### config.mk
export PLATFORM = sky130hd
export DESIGN_NAME = break_cycle_control
export DESIGN_NICKNAME = d
export VERILOG_FILES = /design/src/break_cycle_pkg.sv /design/src/break_cycle_control.sv
export SDC_FILE = /design/constraint.sdc
export NUM_CORES = 1
export LEC_CHECK = 0
export ABC_CLOCK_PERIOD_IN_PS = 3600
export BUFFER_PORTS_ARGS = -buffer_cell sky130_fd_sc_hd__buf_2
export CAP_MARGIN = 30
export CORE_ASPECT_RATIO = 1.75
export CORE_MARGIN = 3
export CORE_UTILIZATION = 25
export CTS_BUF_LIST = sky130_fd_sc_hd__clkbuf_2
export CTS_CLUSTER_SIZE = 14
export DETAILED_ROUTE_END_ITERATION = 7
export PLACE_DENSITY = 0.49
export SYNTH_ARGS = -nofsm -noshare
export SYNTH_HDL_FRONTEND = slang
export SYNTH_SLANG_ARGS = --single-unit
### constraint.sdc
create_clock -name clk_sys -period 3.6 [get_ports clk_sys]
set_clock_uncertainty 0.15 [all_clocks]
set_input_delay 1.08 -clock clk_sys [delete_from_list [all_inputs] [get_ports clk_sys]]
set_output_delay 1.08 -clock clk_sys [all_outputs]
set_load 0.01 [all_outputs]
### src/break_cycle_pkg.sv
// constants and types for the break-cycle control block
package break_cycle_pkg;
  localparam int ADDR_W = 15;
  localparam int WORD_W = 18;
  localparam logic [14:0] CLOCK_ADDR = 15'h0007;
  localparam logic [14:0] PGM_ADDR   = 15'h0000;
  localparam logic [14:0] PGM_STEP   = 15'h0001;
  localparam logic [17:0] WORD_ZERO  = 18'h00000;
  localparam logic [17:0] WORD_ONE   = 18'h00001;
  localparam logic [14:0] ADDR_ZERO  = 15'h0000;
  localparam int IOT_CLR_AC_BIT = 14;
  localparam int IOT_P4_BIT     = 15;
  localparam int IOT_P2_BIT     = 16;
  localparam int IOT_P1_BIT     = 17;
  localparam int BUF_LINK_BIT   = 0;
  localparam int BUF_EXT_BIT    = 1;
  localparam int BUF_TRAP_BIT   = 2;
  // io-transfer subcommands controlling the clock, trap and interrupt enables
  localparam logic [2:0] IOT_CLK_ON   = 3'h1;
  localparam logic [2:0] IOT_CLK_OFF  = 3'h2;
  localparam logic [2:0] IOT_TRAP_ON  = 3'h3;
  localparam logic [2:0] IOT_INT_ON   = 3'h4;
  localparam logic [2:0] IOT_INT_OFF  = 3'h5;

  typedef enum logic [7:0] {
    ST_IDLE = 8'h01,
    ST_T1   = 8'h02,
    ST_T2   = 8'h04,
    ST_T3   = 8'h08,
    ST_T4   = 8'h10,
    ST_T5   = 8'h20,
    ST_T6   = 8'h40,
    ST_T7   = 8'h80
  } step_t;

  typedef enum logic [3:0] {
    BK_NONE  = 4'h1,
    BK_DATA  = 4'h2,
    BK_CLOCK = 4'h4,
    BK_PGM   = 4'h8
  } brk_t;
endpackage

### src/break_cycle_control.sv
// break-cycle arbitration and T1..T7 sequencing for the central processor
// Function
// RULE_01: break considered only at instruction done
// RULE_02: priority data, then clock, then program
// RULE_03: data requester presents address, data, direction
// RULE_04: data break clears instruction, loads address
// RULE_05: outward transfer reads word between T2-T3
// RULE_06: inward transfer gates device data at T3
// RULE_07: after data break fetch or next break
// RULE_08: clock enabled by io-transfer; pulses request
// RULE_09: clock break increments location seven
// RULE_10: count overflow sets clock flag
// RULE_11: program break needs enable, no others
// RULE_12: program break clears buffer, discards location zero
// RULE_13: T3 stores link, extend, trap, counter
// RULE_14: T4 counter from address, write zero
// RULE_15: T5 counter to one, enable cleared
// RULE_16: trapped break steps counter to two
// RULE_17: program break ends in fetch or break
// RULE_18: data and clock breaks ignore enable
// RULE_19: trap mode needs switch and trap-on
// RULE_20: trapped instruction sets flag, suppressed, requests
// RULE_21: io-transfer device pulses and accumulator clear
// RULE_22: reset clears enables, flags, pending requests
//
// Added by the designer: strobed register access and the placing of the registers.
`timescale 1ns/1ns
`default_nettype none
module break_cycle_control
  import break_cycle_pkg::*;
#(
  parameter int AW = break_cycle_pkg::ADDR_W,
  parameter int DW = break_cycle_pkg::WORD_W
) (
  // clock and reset
  input  wire logic          clk_sys,
  input  wire logic          sys_rst,
  // processor timing and instruction status
  input  wire logic          instrDone,
  input  wire logic          ioTransferInstruction,
  input  wire logic          haltInstruction,
  input  wire logic          executeInstruction,
  input  wire logic          ioStepT1,
  input  wire logic          ioStepT5,
  input  wire logic          ioStepT7,
  input  wire logic [DW-1:0] instructionWord,
  input  wire logic [2:0]    ioSubCommand,
  input  wire logic          trapSwitch,
  input  wire logic          linkBit,
  input  wire logic          extendMode,
  input  wire logic [AW-1:0] programCounterIn,
  // fast peripheral data break
  input  wire logic          dataReq,
  input  wire logic          dataInward,
  input  wire logic [AW-1:0] dataAddr,
  input  wire logic [DW-1:0] dataOut,
  // slow peripheral flags and clock
  input  wire logic          deviceFlagAny,
  input  wire logic          clockPulse,
  // memory
  input  wire logic [DW-1:0] memReadData,
  // processor register controls
  output logic               clearInstrReg_q,
  output logic [AW-1:0]      memoryAddressReg_q,
  output logic [DW-1:0]      memoryBuffer_q,
  output logic               memRead_q,
  output logic               memWrite_q,
  output logic               bufferValid_q,
  output logic [AW-1:0]      programCounter_q,
  output logic               pcLoad_q,
  output logic               fetchState_q,
  output logic               breakActive_q,
  output logic               suppressInstr_q,
  output logic               clearAcc_q,
  // device pulses and status
  output logic               devicePulseOne_q,
  output logic               devicePulseTwo_q,
  output logic               devicePulseFour_q,
  output logic               interruptEnable_q,
  output logic               trapFlag_q,
  output logic               trapMode_q,
  output logic               clockEnable_q,
  output logic               clockFlag_q
);
  import break_cycle_pkg::*;

  step_t      step_q;
  brk_t       kind_q;
  logic       clockReq_q;
  logic       trapArm_q;
  logic       pulseFourPend_q;
  logic       illegal;
  logic       dataPend;
  logic       clockPend;
  logic       pgmPend;
  logic       grantAny;

  assign illegal = trapMode_q && instrDone &&
    (ioTransferInstruction || haltInstruction || executeInstruction); // RULE_19
  assign dataPend  = dataReq; // RULE_03
  assign clockPend = clockReq_q;
  assign pgmPend   = interruptEnable_q && (deviceFlagAny || clockFlag_q ||
                     trapFlag_q) && !(kind_q == BK_PGM); // RULE_11
  assign grantAny  = dataPend || clockPend || pgmPend; // RULE_18

  // break sequencer
  always_ff @(posedge clk_sys) begin
    if (sys_rst) begin
      step_q <= ST_IDLE;
      kind_q <= BK_NONE;
    end else begin
      case (step_q)
        ST_IDLE: begin
          if (instrDone && !illegal && grantAny) begin // RULE_01
            step_q <= ST_T1;
            if (dataPend) begin // RULE_02
              kind_q <= BK_DATA;
            end else if (clockPend) begin
              kind_q <= BK_CLOCK;
            end else begin
              kind_q <= BK_PGM;
            end
          end
        end
        ST_T1: step_q <= ST_T2;
        ST_T2: step_q <= ST_T3;
        ST_T3: step_q <= ST_T4;
        ST_T4: step_q <= ST_T5;
        ST_T5: step_q <= ST_T6;
        ST_T6: step_q <= ST_T7;
        ST_T7: begin
          // a preceding break is itself an instruction-done point
          if (dataPend || clockPend ||
              (pgmPend && kind_q != BK_PGM)) begin // RULE_07 RULE_17
            step_q <= ST_T1;
            if (dataPend) begin
              kind_q <= BK_DATA;
            end else if (clockPend) begin
              kind_q <= BK_CLOCK;
            end else begin
              kind_q <= BK_PGM;
            end
          end else begin
            step_q <= ST_IDLE;
            kind_q <= BK_NONE;
          end
        end
        default: begin
          step_q <= ST_IDLE;
          kind_q <= BK_NONE;
        end
      endcase
    end
  end

  // processor register steering during a break
  always_ff @(posedge clk_sys) begin
    if (sys_rst) begin
      clearInstrReg_q    <= 1'b0;
      memoryAddressReg_q <= ADDR_ZERO;
      memoryBuffer_q     <= WORD_ZERO;
      memRead_q          <= 1'b0;
      memWrite_q         <= 1'b0;
      bufferValid_q      <= 1'b0;
      programCounter_q   <= ADDR_ZERO;
      pcLoad_q           <= 1'b0;
      fetchState_q       <= 1'b1;
      breakActive_q      <= 1'b0;
    end else begin
      clearInstrReg_q <= 1'b0;
      memRead_q       <= 1'b0;
      memWrite_q      <= 1'b0;
      bufferValid_q   <= 1'b0;
      pcLoad_q        <= 1'b0;
      breakActive_q   <= (step_q != ST_IDLE);
      case (step_q)
        ST_IDLE: begin
          fetchState_q <= 1'b1;
          if (instrDone && !illegal && grantAny) begin
            fetchState_q <= 1'b0;
          end
        end
        ST_T1: begin
          clearInstrReg_q <= 1'b1; // RULE_04 RULE_09 RULE_12
          if (kind_q == BK_DATA) begin
            memoryAddressReg_q <= dataAddr; // RULE_04
          end else if (kind_q == BK_CLOCK) begin
            memoryAddressReg_q <= CLOCK_ADDR; // RULE_09
          end else begin
            memoryAddressReg_q <= PGM_ADDR; // RULE_14
          end
        end
        ST_T2: begin
          memRead_q <= 1'b1;
          if (kind_q == BK_PGM) begin
            memoryBuffer_q <= WORD_ZERO; // RULE_12
          end
        end
        ST_T3: begin
          case (kind_q)
            BK_DATA: begin
              if (dataInward) begin
                memoryBuffer_q <= dataOut; // RULE_06
              end else begin
                memoryBuffer_q <= memReadData; // RULE_05
                bufferValid_q  <= 1'b1;
              end
            end
            BK_CLOCK: memoryBuffer_q <= memReadData + WORD_ONE; // RULE_09
            BK_PGM: begin
              memoryBuffer_q <= {programCounter_q, 3'h0}; // RULE_13
              memoryBuffer_q[BUF_LINK_BIT] <= linkBit;
              memoryBuffer_q[BUF_EXT_BIT]  <= extendMode;
              memoryBuffer_q[BUF_TRAP_BIT] <= trapFlag_q;
              programCounter_q <= ADDR_ZERO;
            end
            default: memoryBuffer_q <= memoryBuffer_q;
          endcase
        end
        ST_T4: begin
          if (kind_q == BK_DATA) begin
            memWrite_q <= dataInward; // RULE_06
            bufferValid_q <= !dataInward;
          end else begin
            memWrite_q <= 1'b1; // RULE_09 RULE_14
          end
          if (kind_q == BK_PGM) begin
            programCounter_q <= memoryAddressReg_q; // RULE_14
          end
        end
        ST_T5: begin
          if (kind_q == BK_PGM) begin
            pcLoad_q <= 1'b1;
            programCounter_q <= trapFlag_q ?
              programCounter_q + PGM_STEP + PGM_STEP : // RULE_16
              programCounter_q + PGM_STEP; // RULE_15
          end
        end
        ST_T6: begin
          pcLoad_q <= (kind_q == BK_PGM);
        end
        ST_T7: begin
          memoryAddressReg_q <= ADDR_ZERO;
          fetchState_q <= !(dataPend || clockPend ||
                          (pgmPend && kind_q != BK_PGM)); // RULE_07 RULE_17
        end
        default: fetchState_q <= 1'b1;
      endcase
      if (step_q == ST_IDLE) begin
        programCounter_q <= programCounterIn;
      end
    end
  end

  // clock enable, clock request and clock flag
  always_ff @(posedge clk_sys) begin
    if (sys_rst) begin
      clockEnable_q <= 1'b0;
      clockReq_q    <= 1'b0;
      clockFlag_q   <= 1'b0;
    end else begin
      if (ioTransferInstruction && ioStepT5 && !trapMode_q) begin
        if (ioSubCommand == IOT_CLK_ON) begin
          clockEnable_q <= 1'b1; // RULE_08
        end else if (ioSubCommand == IOT_CLK_OFF) begin
          clockEnable_q <= 1'b0;
        end
      end
      if (step_q == ST_T1 && kind_q == BK_CLOCK) begin
        clockReq_q <= 1'b0; // RULE_09
      end
      if (clockEnable_q && clockPulse) begin
        clockReq_q <= 1'b1; // RULE_08
      end
      if (step_q == ST_T3 && kind_q == BK_CLOCK && memReadData == {DW{1'b1}}) begin
        clockFlag_q <= 1'b1; // RULE_10
      end else if (step_q == ST_T5 && kind_q == BK_PGM) begin
        clockFlag_q <= 1'b0;
      end
    end
  end

  // interrupt enable, trap mode and trap flag
  always_ff @(posedge clk_sys) begin
    if (sys_rst) begin
      interruptEnable_q <= 1'b0;
      trapArm_q         <= 1'b0;
      trapMode_q        <= 1'b0;
      trapFlag_q        <= 1'b0;
      suppressInstr_q   <= 1'b0;
    end else begin
      suppressInstr_q <= illegal; // RULE_20
      trapMode_q      <= trapSwitch && trapArm_q; // RULE_19
      if (ioTransferInstruction && ioStepT5 && !trapMode_q) begin
        if (ioSubCommand == IOT_TRAP_ON) begin
          trapArm_q <= 1'b1;
        end
        if (ioSubCommand == IOT_INT_ON) begin
          interruptEnable_q <= 1'b1;
        end else if (ioSubCommand == IOT_INT_OFF) begin
          interruptEnable_q <= 1'b0;
        end
      end
      if (step_q == ST_T5 && kind_q == BK_PGM) begin
        interruptEnable_q <= 1'b0; // RULE_15
        trapFlag_q <= 1'b0;
      end
      if (illegal) begin
        trapFlag_q <= 1'b1; // RULE_20
      end
    end
  end

  // io-transfer device pulses and accumulator clear
  always_ff @(posedge clk_sys) begin
    if (sys_rst) begin
      devicePulseOne_q  <= 1'b0;
      devicePulseTwo_q  <= 1'b0;
      devicePulseFour_q <= 1'b0;
      pulseFourPend_q   <= 1'b0;
      clearAcc_q        <= 1'b0;
    end else begin
      devicePulseOne_q  <= 1'b0;
      devicePulseTwo_q  <= 1'b0;
      devicePulseFour_q <= 1'b0;
      clearAcc_q        <= 1'b0;
      if (ioTransferInstruction && !trapMode_q) begin
        if (ioStepT5) begin
          clearAcc_q       <= instructionWord[IOT_CLR_AC_BIT]; // RULE_21
          devicePulseOne_q <= instructionWord[IOT_P1_BIT]; // RULE_21
        end
        if (ioStepT7) begin
          devicePulseTwo_q <= instructionWord[IOT_P2_BIT]; // RULE_21
          pulseFourPend_q  <= instructionWord[IOT_P4_BIT];
        end
      end
      if (ioStepT1 && pulseFourPend_q) begin
        devicePulseFour_q <= 1'b1; // RULE_21
        pulseFourPend_q   <= 1'b0;
      end
    end
  end
endmodule
`default_nettype wire

* Word level (Yosys, flattened, before mapping)
Cells that the tools add are included.
** Cells by class
- Add/sub/neg operators :: 3
- Eq/ne operators :: 25
- Muxes and demuxes :: 42
- Bitwise operators :: 5
- Reduce and logical (&&, ||, !) cells :: 50
** Operators by type and width (count)
- 15-bit two-way mux :: 6
- 8-bit case mux with 8 select lines :: 1
- 18-bit case mux with 3 select lines :: 1
- 15-bit case mux with 3 select lines :: 1
- 18-bit two-way mux :: 2
- 18-bit case mux with 2 select lines :: 1
- 15-bit by 1-bit adder with 15-bit output (second input constant) :: 2
- 15-bit case mux with 2 select lines :: 1
- 18-bit by 1-bit adder with 18-bit output (second input constant) :: 1
- 18-bit == test (second input constant) :: 1
- 1-bit two-way mux :: 18
- 1-bit logical AND :: 17
- 4-bit two-way mux :: 4
- 2-bit nonzero test :: 7
- 4-bit case mux with 3 select lines :: 1
- 2-bit AND reduction :: 5
- 8-bit by 1-bit == test with 1-bit output (second input constant) :: 1
- 8-bit by 2-bit == test with 1-bit output (second input constant) :: 1
- 8-bit by 3-bit == test with 1-bit output (second input constant) :: 1
- 8-bit by 4-bit == test with 1-bit output (second input constant) :: 1
- 8-bit by 5-bit == test with 1-bit output (second input constant) :: 1
- 8-bit by 6-bit == test with 1-bit output (second input constant) :: 1
- 8-bit by 7-bit == test with 1-bit output (second input constant) :: 1
- 8-bit == test (second input constant) :: 1
- other kinds (26) :: 48
** Word-level totals
- Flip-flop bits (word level) :: 80
- Input bits :: 103
- Output and inout bits :: 65
- Logic and storage cells :: 150

* Logic depth before layout (Yosys ltp)
Gate-level depths: netlist of run 1.
- Depth after elaboration :: 8
- Mapped depth :: 9
- Depth with buffers taken out :: 8

* Worst setup path before layout of run 1
OpenSTA, ideal clock, no wires.
- Path type :: input to register
- Start point :: in haltInstruction
- End point :: reg kind_q[2]
- Setup time :: 0.070 ns
- Data arrival time :: 2.838 ns
- Required time :: 3.380 ns
- Setup slack :: 0.542 ns
- Cell stages on the path :: 6
- Buffers on the path :: 0
- Cell sequence :: o31ai_1 > nand2_1 > o21a_1 > or4_4 > or4b_1 > a21oi_1
** On the way
- Cells in the longest elaborated chain, start to end :: 8
** RTL lines
- from (decl) :: RTL line break_cycle_control.sv:41 : input wire logic haltInstruction,
- 1-bit logical OR (2 in series) :: RTL line break_cycle_control.sv:99 : (ioTransferInstruction || haltInstruction || executeInstruction);
- 1-bit logical AND :: RTL line break_cycle_control.sv:98 : assign illegal = trapMode_q && instrDone &&
- 1-bit logical NOT :: RTL line break_cycle_control.sv:114 : if (instrDone && !illegal && grantAny) begin
- 1-bit logical AND (2 in series) :: RTL line break_cycle_control.sv:114
- 2-bit != test (no line)
- 2-bit AND reduction (no line)
- to (signal assigned) :: RTL line break_cycle_control.sv:117 : kind_q <= BK_DATA;
- to (signal assigned) :: RTL line break_cycle_control.sv:119 : kind_q <= BK_CLOCK;
- to (signal assigned) :: RTL line break_cycle_control.sv:121 : kind_q <= BK_PGM;
- to (decl) :: RTL line break_cycle_control.sv:88 : brk_t kind_q;
No other way between the ends.
A chain may end at the register's enable or synchronous reset.

* Final worst setup path of run 1
- Start point :: reg programCounter_q[0]
- End point :: reg programCounter_q[14]
** On the way
- Cells in the longest elaborated chain, start to end :: 6
** RTL lines
- from (decl) :: RTL line break_cycle_control.sv:69 : output logic [AW-1:0] programCounter_q,
- from (signal assigned) :: RTL line break_cycle_control.sv:228 : programCounter_q <= memoryAddressReg_q;
- from (signal assigned) :: RTL line break_cycle_control.sv:234 : programCounter_q <= trapFlag_q ?
- from (signal assigned) :: RTL line break_cycle_control.sv:250 : programCounter_q <= programCounterIn;
- 15-bit by 1-bit adder with 15-bit output * :: RTL line break_cycle_control.sv:235, break_cycle_control.sv:236
- 15-bit by 1-bit adder with 15-bit output :: RTL line break_cycle_control.sv:235 : programCounter_q + PGM_STEP + PGM_STEP :
- 15-bit two-way mux * :: RTL line break_cycle_control.sv:234
- 15-bit two-way mux * :: RTL line break_cycle_control.sv:232 : if (kind_q == BK_PGM) begin
- 15-bit case mux with 3 select lines * :: RTL line break_cycle_control.sv:176 : case (step_q)
- 15-bit two-way mux * :: RTL line break_cycle_control.sv:249 : if (step_q == ST_IDLE) begin
Every way passes the cells marked *; elsewhere a longest branch is shown, timed or not. The select of a mux whose other input is x is not followed.

==> impl_metrics.csv, run 1 <==
group,metric,value,unit
setup_path,reg2reg_setup_slack,0.50,ns
hold_path,min_delay_path_depth,1,
sta,fin_ws,0.504,ns
setup_path,ff2ff_path_depth,7,
sta,tns,0,ns
synth,synth_cells,614,
setup_path,r2r-end,"programCounter_q[14]",
synth,syn-cell-area,0.00491,mm2
synth,synth_warnings,0,
run,maxCapViolations,0,
routing,num_vias,5164,
placed_design,hpwl,14300,um
floorplanning,die_h,191,um
routing,routedWlPerCell,18.9,um
grt,track_usage,17.0,%
routing,wirelength,18800,um
routing,remaining_drc_errors,0,
power,p_sw,884,uW
setup_path,startpoint,"programCounter_q[0]",
power,p_int,1530,uW
synth,netlist_top_cells_count,"80 x dfxtp_1, 71 x nor2_1, 63 x nand2_1, 33 x a21oi_1, 30 x a22oi_1",
power,p_per_area,397,mW/mm2
setup_path,start_kind,"flip-flop",
power,swShare,36.7,%
outcome,status,"finished, final reports clean",
floorplanning,initial_core_util,25.6,%
finish,post-route-util,31.6,%
setup_path,r2r_start,"programCounter_q[0]",
synth,avgSynthCellArea,7.99,um2
finish,layout-area-overhead-vs-synth,23.6,%
clock_tree,tritoncts,"done",
setup_path,crit_path_max_fanout,12,
hold_path,hold_class,"reg2reg",
placed_design,dp.cells,980,
floorplanning,io_pins,168,
setup_path,end_kind,"flip-flop",
clock_tree,cts_repair_resize_count,0,
floorplanning,num_rows,67,
grt,antenna_found_initial,1,
synth,synthFlopType,"dfxtp_1",
power,clkPwrFrac,27.5,%
synth,async_flop_share,0,%
power,p_comb_share,27.8,%
clock_tree,htree_levels,3,
finish,finalNetCount,858,
floorplanning,die_w,112,um
power,leakagePower,0.00250,uW
routing,drtAntennaViolNets,0,
clock_tree,numClockSinks,80,
clock_tree,clkTransAtPathRegs,0.24,ns
routing,drt_first_pass_iters,5,
synth,ys_seq_area_share,32.6,%
floorplanning,core_area,0.0192,mm2
clock_tree,cts-root-buf,"clkbuf_2",
routing,avgViaCountPerCell,5.18,
clock_tree,clock_latency,0.61,ns
grt,grt_overflow,0,
sta,setup_viol,0,
hold_path,min_to,"pulseFourPend_q",
routing,initialDrtViolationCount,333,
finish,drive_above_1_share,27.0,%
sta,max_freq,0.323,GHz
clock_tree,cts_buffers,9,
synth,synth_top_area_cell,"dfxtp_1",
placed_design,finalWeightedCongestion,0.856,
setup_path,crit_type,"reg2reg",
synth,post_synth_num_cell_types,67,
sta,finalHoldViolations,0,
power,total_power,2410,uW
power,peakVddDrop,0.145,mV
power,pwr-share-seq,44.7,%
synth,yosysMostFrequentCell,"dfxtp_1",
clock_tree,cts_setup_buffers,0,
grt,grt_max_degree,60,
setup_path,cp.required,4.00,ns
synth,synth_fp_nets,722,
grt,grt_pass1_wl,28400,um
clock_tree,clk_path_buf_depth,2,
grt,first_global_vias,4966,
floorplanning,dieArea,0.0214,mm2
sta,min_period,3.10,ns
clock_tree,cts_hold_buf,0,
finish,stdcell_count,997,
setup_path,arrival,3.50,ns
placed_design,dp_slack,0.266,ns
sta,fin_crit_sh,86.0,%
placed_design,io_buffer_count,153,
synth,synth_top_area_share,32.6,%
sta,maxSlewViolCount,0,
synth,ys_ff_latch,80,
sta,slew_headroom,44.8,%
synth,synth_edf_count,0,
hold_path,min-delay-start,"pulseFourPend_q",
sta,worst_pin_slew,0.821,ns
synth,synth_area_leaders,"dfxtp_1 33%, nor2_1 5.4%, nand2_1 4.8%",
sta,grt_setup_unrepaired,"false",
==> worst max path at each step <==
| stage | end | slack (ns) |
|---|---|---|
| floorplan | kind_q[2] | 0.54 |
| global placement | kind_q[2] | 0.27 |
| detailed placement | kind_q[2] | 0.27 |
| CTS | programCounter_q[14] | 0.55 |
| global route | programCounter_q[14] | 0.34 |
| finish | programCounter_q[14] | 0.50 |
==> power groups by stage <==
stage | clock, uW | combinational (uW) | sequential (uW)
2_1_floorplan | 0 | 452 | 1040
3_3_place_gp | 0 | 673 | 1090
3_5_place_dp | 0 | 675 | 1090
4_1_cts | 692 | 678 | 1080
5_1_grt | 720 | 739 | 1090
6_report | 663 | 671 | 1080
==> through the flow <==
| stage | cell area [um2] | hold slack, ns |
|---|---|---|
| finish | 6070 | 0.345 |
| global route | 6070 | 0.380 |
| CTS | 6070 | 0.343 |
| detailed placement | 5900 | 0.307 |
| global placement | 5900 | 0.295 |
| floorplan | 4910 | 0.279 |
==> state kept, by name, indices dropped and copies added (netlist names), 4 cells and up <==
register            count
memoryAddressReg_q     15
memoryBuffer_q         18
kind_q                  4
step_q                  8
programCounter_q       15
==> layout make-up <==
type                       instances  area, um2
sequential                        80       1600
multi-input combinational        481       3070
timing repair buffer             172        908
fill                            2090      13100
tap                              241        302
clock buffer                       9       45.0
inverter                           6       22.5
antenna                            1       2.50
clock inverter                     7        119
==> cells by family (layout without fill, tap and decap cells) <==
| kind of cell | after synthesis | count (layout) | synth area share [%] |
|---|---|---|---|
| other | 0 | 1 | 0 |
| muxes | 24 | 24 | 4.92 |
| adders and majority gates | 5 | 5 | 1.27 |
| buffers and inverters | 53 | 194 | 5.00 |
| xor gates and xnor gates | 33 | 33 | 5.89 |
| AOI/OAI and AO/OA | 152 | 152 | 21.9 |
| DFF | 80 | 80 | 32.6 |
| and+or+nand+nor | 267 | 267 | 28.3 |
==> critical path, stage by stage, from the launching register on <==
cell and delay, ns:
dfxtp_1 0.66, ha_1 0.31, xor2_1 0.40, nand3_1 0.21, a2111oi_4 0.49, nand4_1 0.26, or4_1 0.51, nand2_1 0.07
==> placed cells by master, fill, tap and decap left out, types with 4 or more instances in the layout <==
cell,synthesis,final
nand4b_1,4,4
nand2_1,63,63
xor2_1,16,16
a21oi_1,33,33
xnor2_1,17,17
and3_1,12,12
nor2_1,71,71
o21ai_0,22,22
ha_1,5,5
buf_2,15,153
nand2b_1,5,5
nand3_1,22,22
a22oi_1,30,30
a221oi_1,4,4
nor3_1,27,27
o221ai_1,8,8
nor4_1,9,9
buf_4,5,19
nand4_1,12,12
a31oi_1,5,5
mux2i_1,23,23
o211ai_1,9,9
dfxtp_1,80,80
inv_1,6,6
o311a_1,4,4
a211oi_1,6,6
clkbuf_2,1,9
nor2b_1,4,4
or4_1,4,4
nor3b_1,8,8
==> per-layer routing <==
layer	global-route usage (%)	wire [um]
met1	20.0	7620
met5	0	0
met2	30.4	9700
met4	7.17	557
met3	2.63	962
No activity file was read; power rests on OpenSTA's default activity.
==> inputs of run 2 (changes only) <==
- ABC_CLOCK_PERIOD_IN_PS: 3600 -> 3780
- clock period: 3.6 -> 3.78 ns (I/O delays scaled with it)
==> impl_metrics.csv, run 2 (synthesis results as in run 1) <==
group,metric,value,unit
outcome,status,"finished, final reports clean",
power,total_power,2200,uW
finish,largest_reg_flops,18,
finish,multi_input_area,0.00307,mm2
grt,antenna_found_initial,1,
grt,grt_overflow,0,
setup_path,crit_type,"reg2reg",
grt,grt_pass1_wl,28700,um
clock_tree,htree_levels,3,
routing,drtAntennaViolNets,0,
finish,layout-area-overhead-vs-synth,22.4,%
setup_path,cp.required,4.17,ns
grt,grt_max_degree,60,
routing,routedWlPerCell,18.9,um
sta,max_freq,0.326,GHz
clock_tree,clk_path_buf_depth,2,
run,maxCapViolations,0,
routing,num_vias,5211,
sta,tns,0,ns
routing,avgViaCountPerCell,5.25,
sta,setup_viol,0,
floorplanning,die_h,191,um
power,peakVddDrop,0.172,mV
floorplanning,core_area,0.0192,mm2
floorplanning,die_w,112,um
finish,post-route-util,31.3,%
sta,slew_headroom,42.1,%
setup_path,arrival,3.46,ns
sta,grt_setup_unrepaired,"false",
setup_path,reg2reg_setup_slack,0.71,ns
finish,reg_top3,"memoryBuffer_q (18), memoryAddressReg_q (15), programCounter_q (15)",
setup_path,crit_path_max_incr_delay,0.66,ns
grt,first_global_vias,5071,
floorplanning,dieArea,0.0214,mm2
finish,top_register,"memoryBuffer_q",
routing,initialDrtViolationCount,229,
hold_path,hold_class,"reg2reg",
clock_tree,cts_buffers,9,
clock_tree,cts_setup_buffers,0,
grt,track_usage,17.1,%
placed_design,hpwl,14400,um
sta,min_period,3.07,ns
finish,final_cell_mix,"153 x buf_2, 80 x dfxtp_1, 71 x nor2_1, 63 x nand2_1, 33 x a21oi_1",
finish,final_common_cell,"buf_2",
routing,wirelength,18800,um
routing,remaining_drc_errors,0,
setup_path,crit_chain,"ha_1 -> xor2_1 -> nand3_1 -> a2111oi_4 -> nand4_1 -> or4_1 -> nand2_1",
finish,regArea,0.00160,mm2
placed_design,dp.cells,976,
power,leakagePower,0.00247,uW
finish,finalNetCount,854,
sta,maxSlewViolCount,0,
finish,fill_cells,2152,
clock_tree,numClockSinks,80,
floorplanning,initial_core_util,25.6,%
clock_tree,clock_latency,0.58,ns
finish,drive_above_1_share,26.6,%
placed_design,io_buffer_count,153,
setup_path,crit_path_max_fanout,12,
finish,stdcell_count,993,
sta,fin_crit_sh,81.2,%
power,p_per_area,367,mW/mm2
routing,drt_first_pass_iters,5,
clock_tree,cts_repair_resize_count,0,
sta,finalHoldViolations,0,
setup_path,crit_slowest_cell,"dfxtp_1",
floorplanning,io_pins,168,
clock_tree,clkTransAtPathRegs,0.25,ns
clock_tree,cts_hold_buf,0,
setup_path,end_kind,"flip-flop",
clock_tree,cts-root-buf,"clkbuf_2",
placed_design,finalWeightedCongestion,0.851,
clock_tree,tritoncts,"done",
sta,worst_pin_slew,0.863,ns
floorplanning,num_rows,67,
setup_path,start_kind,"flip-flop",
-- run 2: cell types whose count changed in the layout (fill, tap and decap cells not counted) --
| cell | change |
|---|---|
| bufinv_16 | -1 |
| clkinv_2 | +3 |
| buf_4 | -4 |
| clkinv_4 | -1 |
| inv_6 | -1 |
-- run 2: where the power goes --
part           leakage, uW  switching [uW]  total [uW]  internal (uW)
Sequential        0.000650             123        1020            901
Clock            0.0000791             331         544            213
Combinational      0.00174             374         636            261
-- run 2: stage by stage --
step	setup slack [ns]	area [um2]	hold slack, ns
floorplan	0.668	4910	0.279
global placement	0.355	5870	0.295
detailed placement	0.330	5870	0.305
CTS	0.733	6000	0.339
global route	0.414	6010	0.366
finish	0.712	6010	0.334
-- run 2: final cells by class --
cell class	count	area share (%)
repair buffers	168	14.6
well taps	241	5.02
clock buffers	9	0.750
inverters	6	0.375
flip-flops and latches	80	26.7
multi-input cells	481	51.1
diodes	1	0.0417
clock inverters	7	1.44
-- run 2: metal layers --
metal,vias up,GRT usage (%),part of all wire (%)
met5,-,0,0
met4,0,5.15,1.7
met3,19,2.57,5.0
met2,177,31.6,53
met1,2473,20.1,40
li1,2542,-,-
-- run 2: worst max-delay path: cells and delay by family, from the launching register on --
family / cells / cell delay, ns
and+or+nand+nor: 4 / 1.05
DFF: 1 / 0.66
AOI/OAI and AO/OA: 1 / 0.51
xor gates and xnor gates: 1 / 0.38
adders and majority gates: 1 / 0.30
-- run 2: worst paths after layout --
path | startpoint | end | depth (start not counted)
worst min register to register | pulseFourPend_q | pulseFourPend_q | 1
worst min-delay path | pulseFourPend_q | pulseFourPend_q | 1
worst max-delay path | programCounter_q[0] | programCounter_q[14] | 7
worst max register to register | programCounter_q[0] | programCounter_q[14] | 7
==> inputs of run 3 (changes only) <==
- ABC_CLOCK_PERIOD_IN_PS: 3780 -> 2700
- PLACE_DENSITY: 0.49 -> 0.5
- clock period: 3.78 -> 2.7 ns (I/O delays scaled with it)
==> impl_metrics.csv, run 3 (synthesis results as in run 1) <==
group,metric,value,unit
outcome,status,"finished, final reports clean",
power,clkPwrFrac,23.6,%
finish,finalInstanceArea,0.00637,mm2
clock_tree,cts_buffers,9,
finish,final_cell_mix,"153 x buf_2, 79 x dfxtp_1, 71 x nor2_1, 63 x nand2_1, 56 x buf_4",
power,peakVddDrop,0.187,mV
clock_tree,clk_path_buf_depth,2,
setup_path,reg2reg_setup_slack,0.14,ns
setup_path,startpoint,"step_q[7]",
setup_path,path_delay_family,"simple AND/OR/NAND/NOR gates",
sta,worst_pin_slew,0.848,ns
power,p_comb_share,33.6,%
sta,min_period,2.56,ns
setup_path,crit_path_max_fanout,7,
power,pwr-share-seq,42.8,%
clock_tree,htree_levels,3,
placed_design,io_buffer_count,153,
grt,grt_pass1_wl,30100,um
floorplanning,num_rows,67,
clock_tree,cts_setup_buffers,0,
finish,fill_cells,2054,
sta,fin_crit_sh,94.6,%
routing,num_vias,5432,
clock_tree,cts_repair_resize_count,0,
routing,initialDrtViolationCount,291,
placed_design,placed_area,0.00623,mm2
finish,reg_top3,"memoryBuffer_q (18), memoryAddressReg_q (15), programCounter_q (15)",
clock_tree,cts_hold_buf,0,
sta,finalHoldViolations,0,
finish,finalNetCount,897,
finish,final_common_cell,"buf_2",
power,p_sw,1190,uW
grt,antenna_found_initial,1,
grt,grt_overflow,0,
routing,avgViaCountPerCell,5.24,
placed_design,finalWeightedCongestion,0.939,
floorplanning,dieArea,0.0214,mm2
floorplanning,core_area,0.0192,mm2
sta,grt_setup_unrepaired,"false",
power,p_per_area,502,mW/mm2
power,swShare,37.2,%
run,maxCapViolations,0,
hold_path,min-delay-start,"ioStepT1",
power,p_int,2010,uW
routing,drtAntennaViolNets,0,
grt,track_usage,18.0,%
finish,layout-area-overhead-vs-synth,29.8,%
sta,max_freq,0.391,GHz
setup_path,crit_type,"reg2reg",
setup_path,r2r_start,"step_q[7]",
grt,grt_max_degree,45,
floorplanning,io_pins,168,
clock_tree,tritoncts,"done",
sta,slew_headroom,43.3,%
setup_path,crit_path_max_incr_delay,0.60,ns
finish,drive_above_1_share,31.0,%
power,leakagePower,0.00269,uW
setup_path,crit_slowest_cell,"or4_4",
clock_tree,numClockSinks,80,
finish,top_register,"memoryBuffer_q",
floorplanning,initial_core_util,25.6,%
routing,drt_first_pass_iters,5,
finish,largest_reg_flops,18,
floorplanning,die_w,112,um
clock_tree,cts-root-buf,"clkbuf_2",
setup_path,start_kind,"flip-flop",
hold_path,hold_class,"in2reg",
setup_path,arrival,2.95,ns
finish,post-route-util,33.2,%
routing,remaining_drc_errors,0,
floorplanning,die_h,191,um
setup_path,crit_buf_inv,1,
clock_tree,clock_latency,0.58,ns
sta,setup_viol,0,
routing,routedWlPerCell,19.0,um
sta,maxSlewViolCount,0,
clock_tree,clkTransAtPathRegs,0.25,ns
placed_design,hpwl,15500,um
routing,wirelength,19700,um
setup_path,cp.required,3.10,ns
setup_path,end_kind,"flip-flop",
grt,first_global_vias,5333,
setup_path,crit_chain,"or4_4 -> nor4_4 -> buf_4 -> nor2_1 -> or4b_1 -> a21oi_1",
[run 3: power by group through the flow]
stage	sequential [uW]	combinational (uW)	clock [uW]
floorplan	1380	602	0
global placement	1400	1070	0
detailed placement	1390	1070	0
CTS	1370	1080	790
global route	1390	1170	831
finish	1370	1070	755
[run 3: routing by layer]
layer	track usage [%]	vias up	part of all wire, %
met4	7.68	0	3.3
met2	34.2	166	54
met5	0	-	0
li1	-	2632	-
met1	19.8	2597	39
met3	2.22	37	3.7
[run 3: worst paths after layout]
path / endpoint / cells after the start
max: kind_q[2] / 6
min: pulseFourPend_q / 2
max reg2reg: kind_q[2] / 6
min reg2reg: memoryBuffer_q[12] / 2
[run 3: layout make-up]
type / count / area (um2) / area share, %
Multi-Input combinational cell: 481 / 3090 / 48.4
Timing Repair Buffer: 211 / 1230 / 19.2
Inverter: 6 / 22.5 / 0.353
Clock inverter: 7 / 86.3 / 1.35
Sequential cell: 80 / 1600 / 25.1
Tap cell: 241 / 302 / 4.73
Antenna cell: 1 / 2.50 / 0.0393
Clock buffer: 9 / 45.0 / 0.707
[run 3: through the flow]
stage | hold WS [ns] | setup slack, ns | setup TNS (ns) | power [uW] | instances
floorplan | 0.279 | 0.00951 | 0 | 1990 | 614
global placement | 0.291 | -0.192 | -0.347 | 2470 | 1019
detailed placement | 0.300 | -0.193 | -0.347 | 2470 | 1019
CTS | 0.221 | 0.154 | 0 | 3240 | 1035
global route | 0.239 | 0.0171 | 0 | 3380 | 1036
finish | 0.273 | 0.145 | 0 | 3200 | 1036
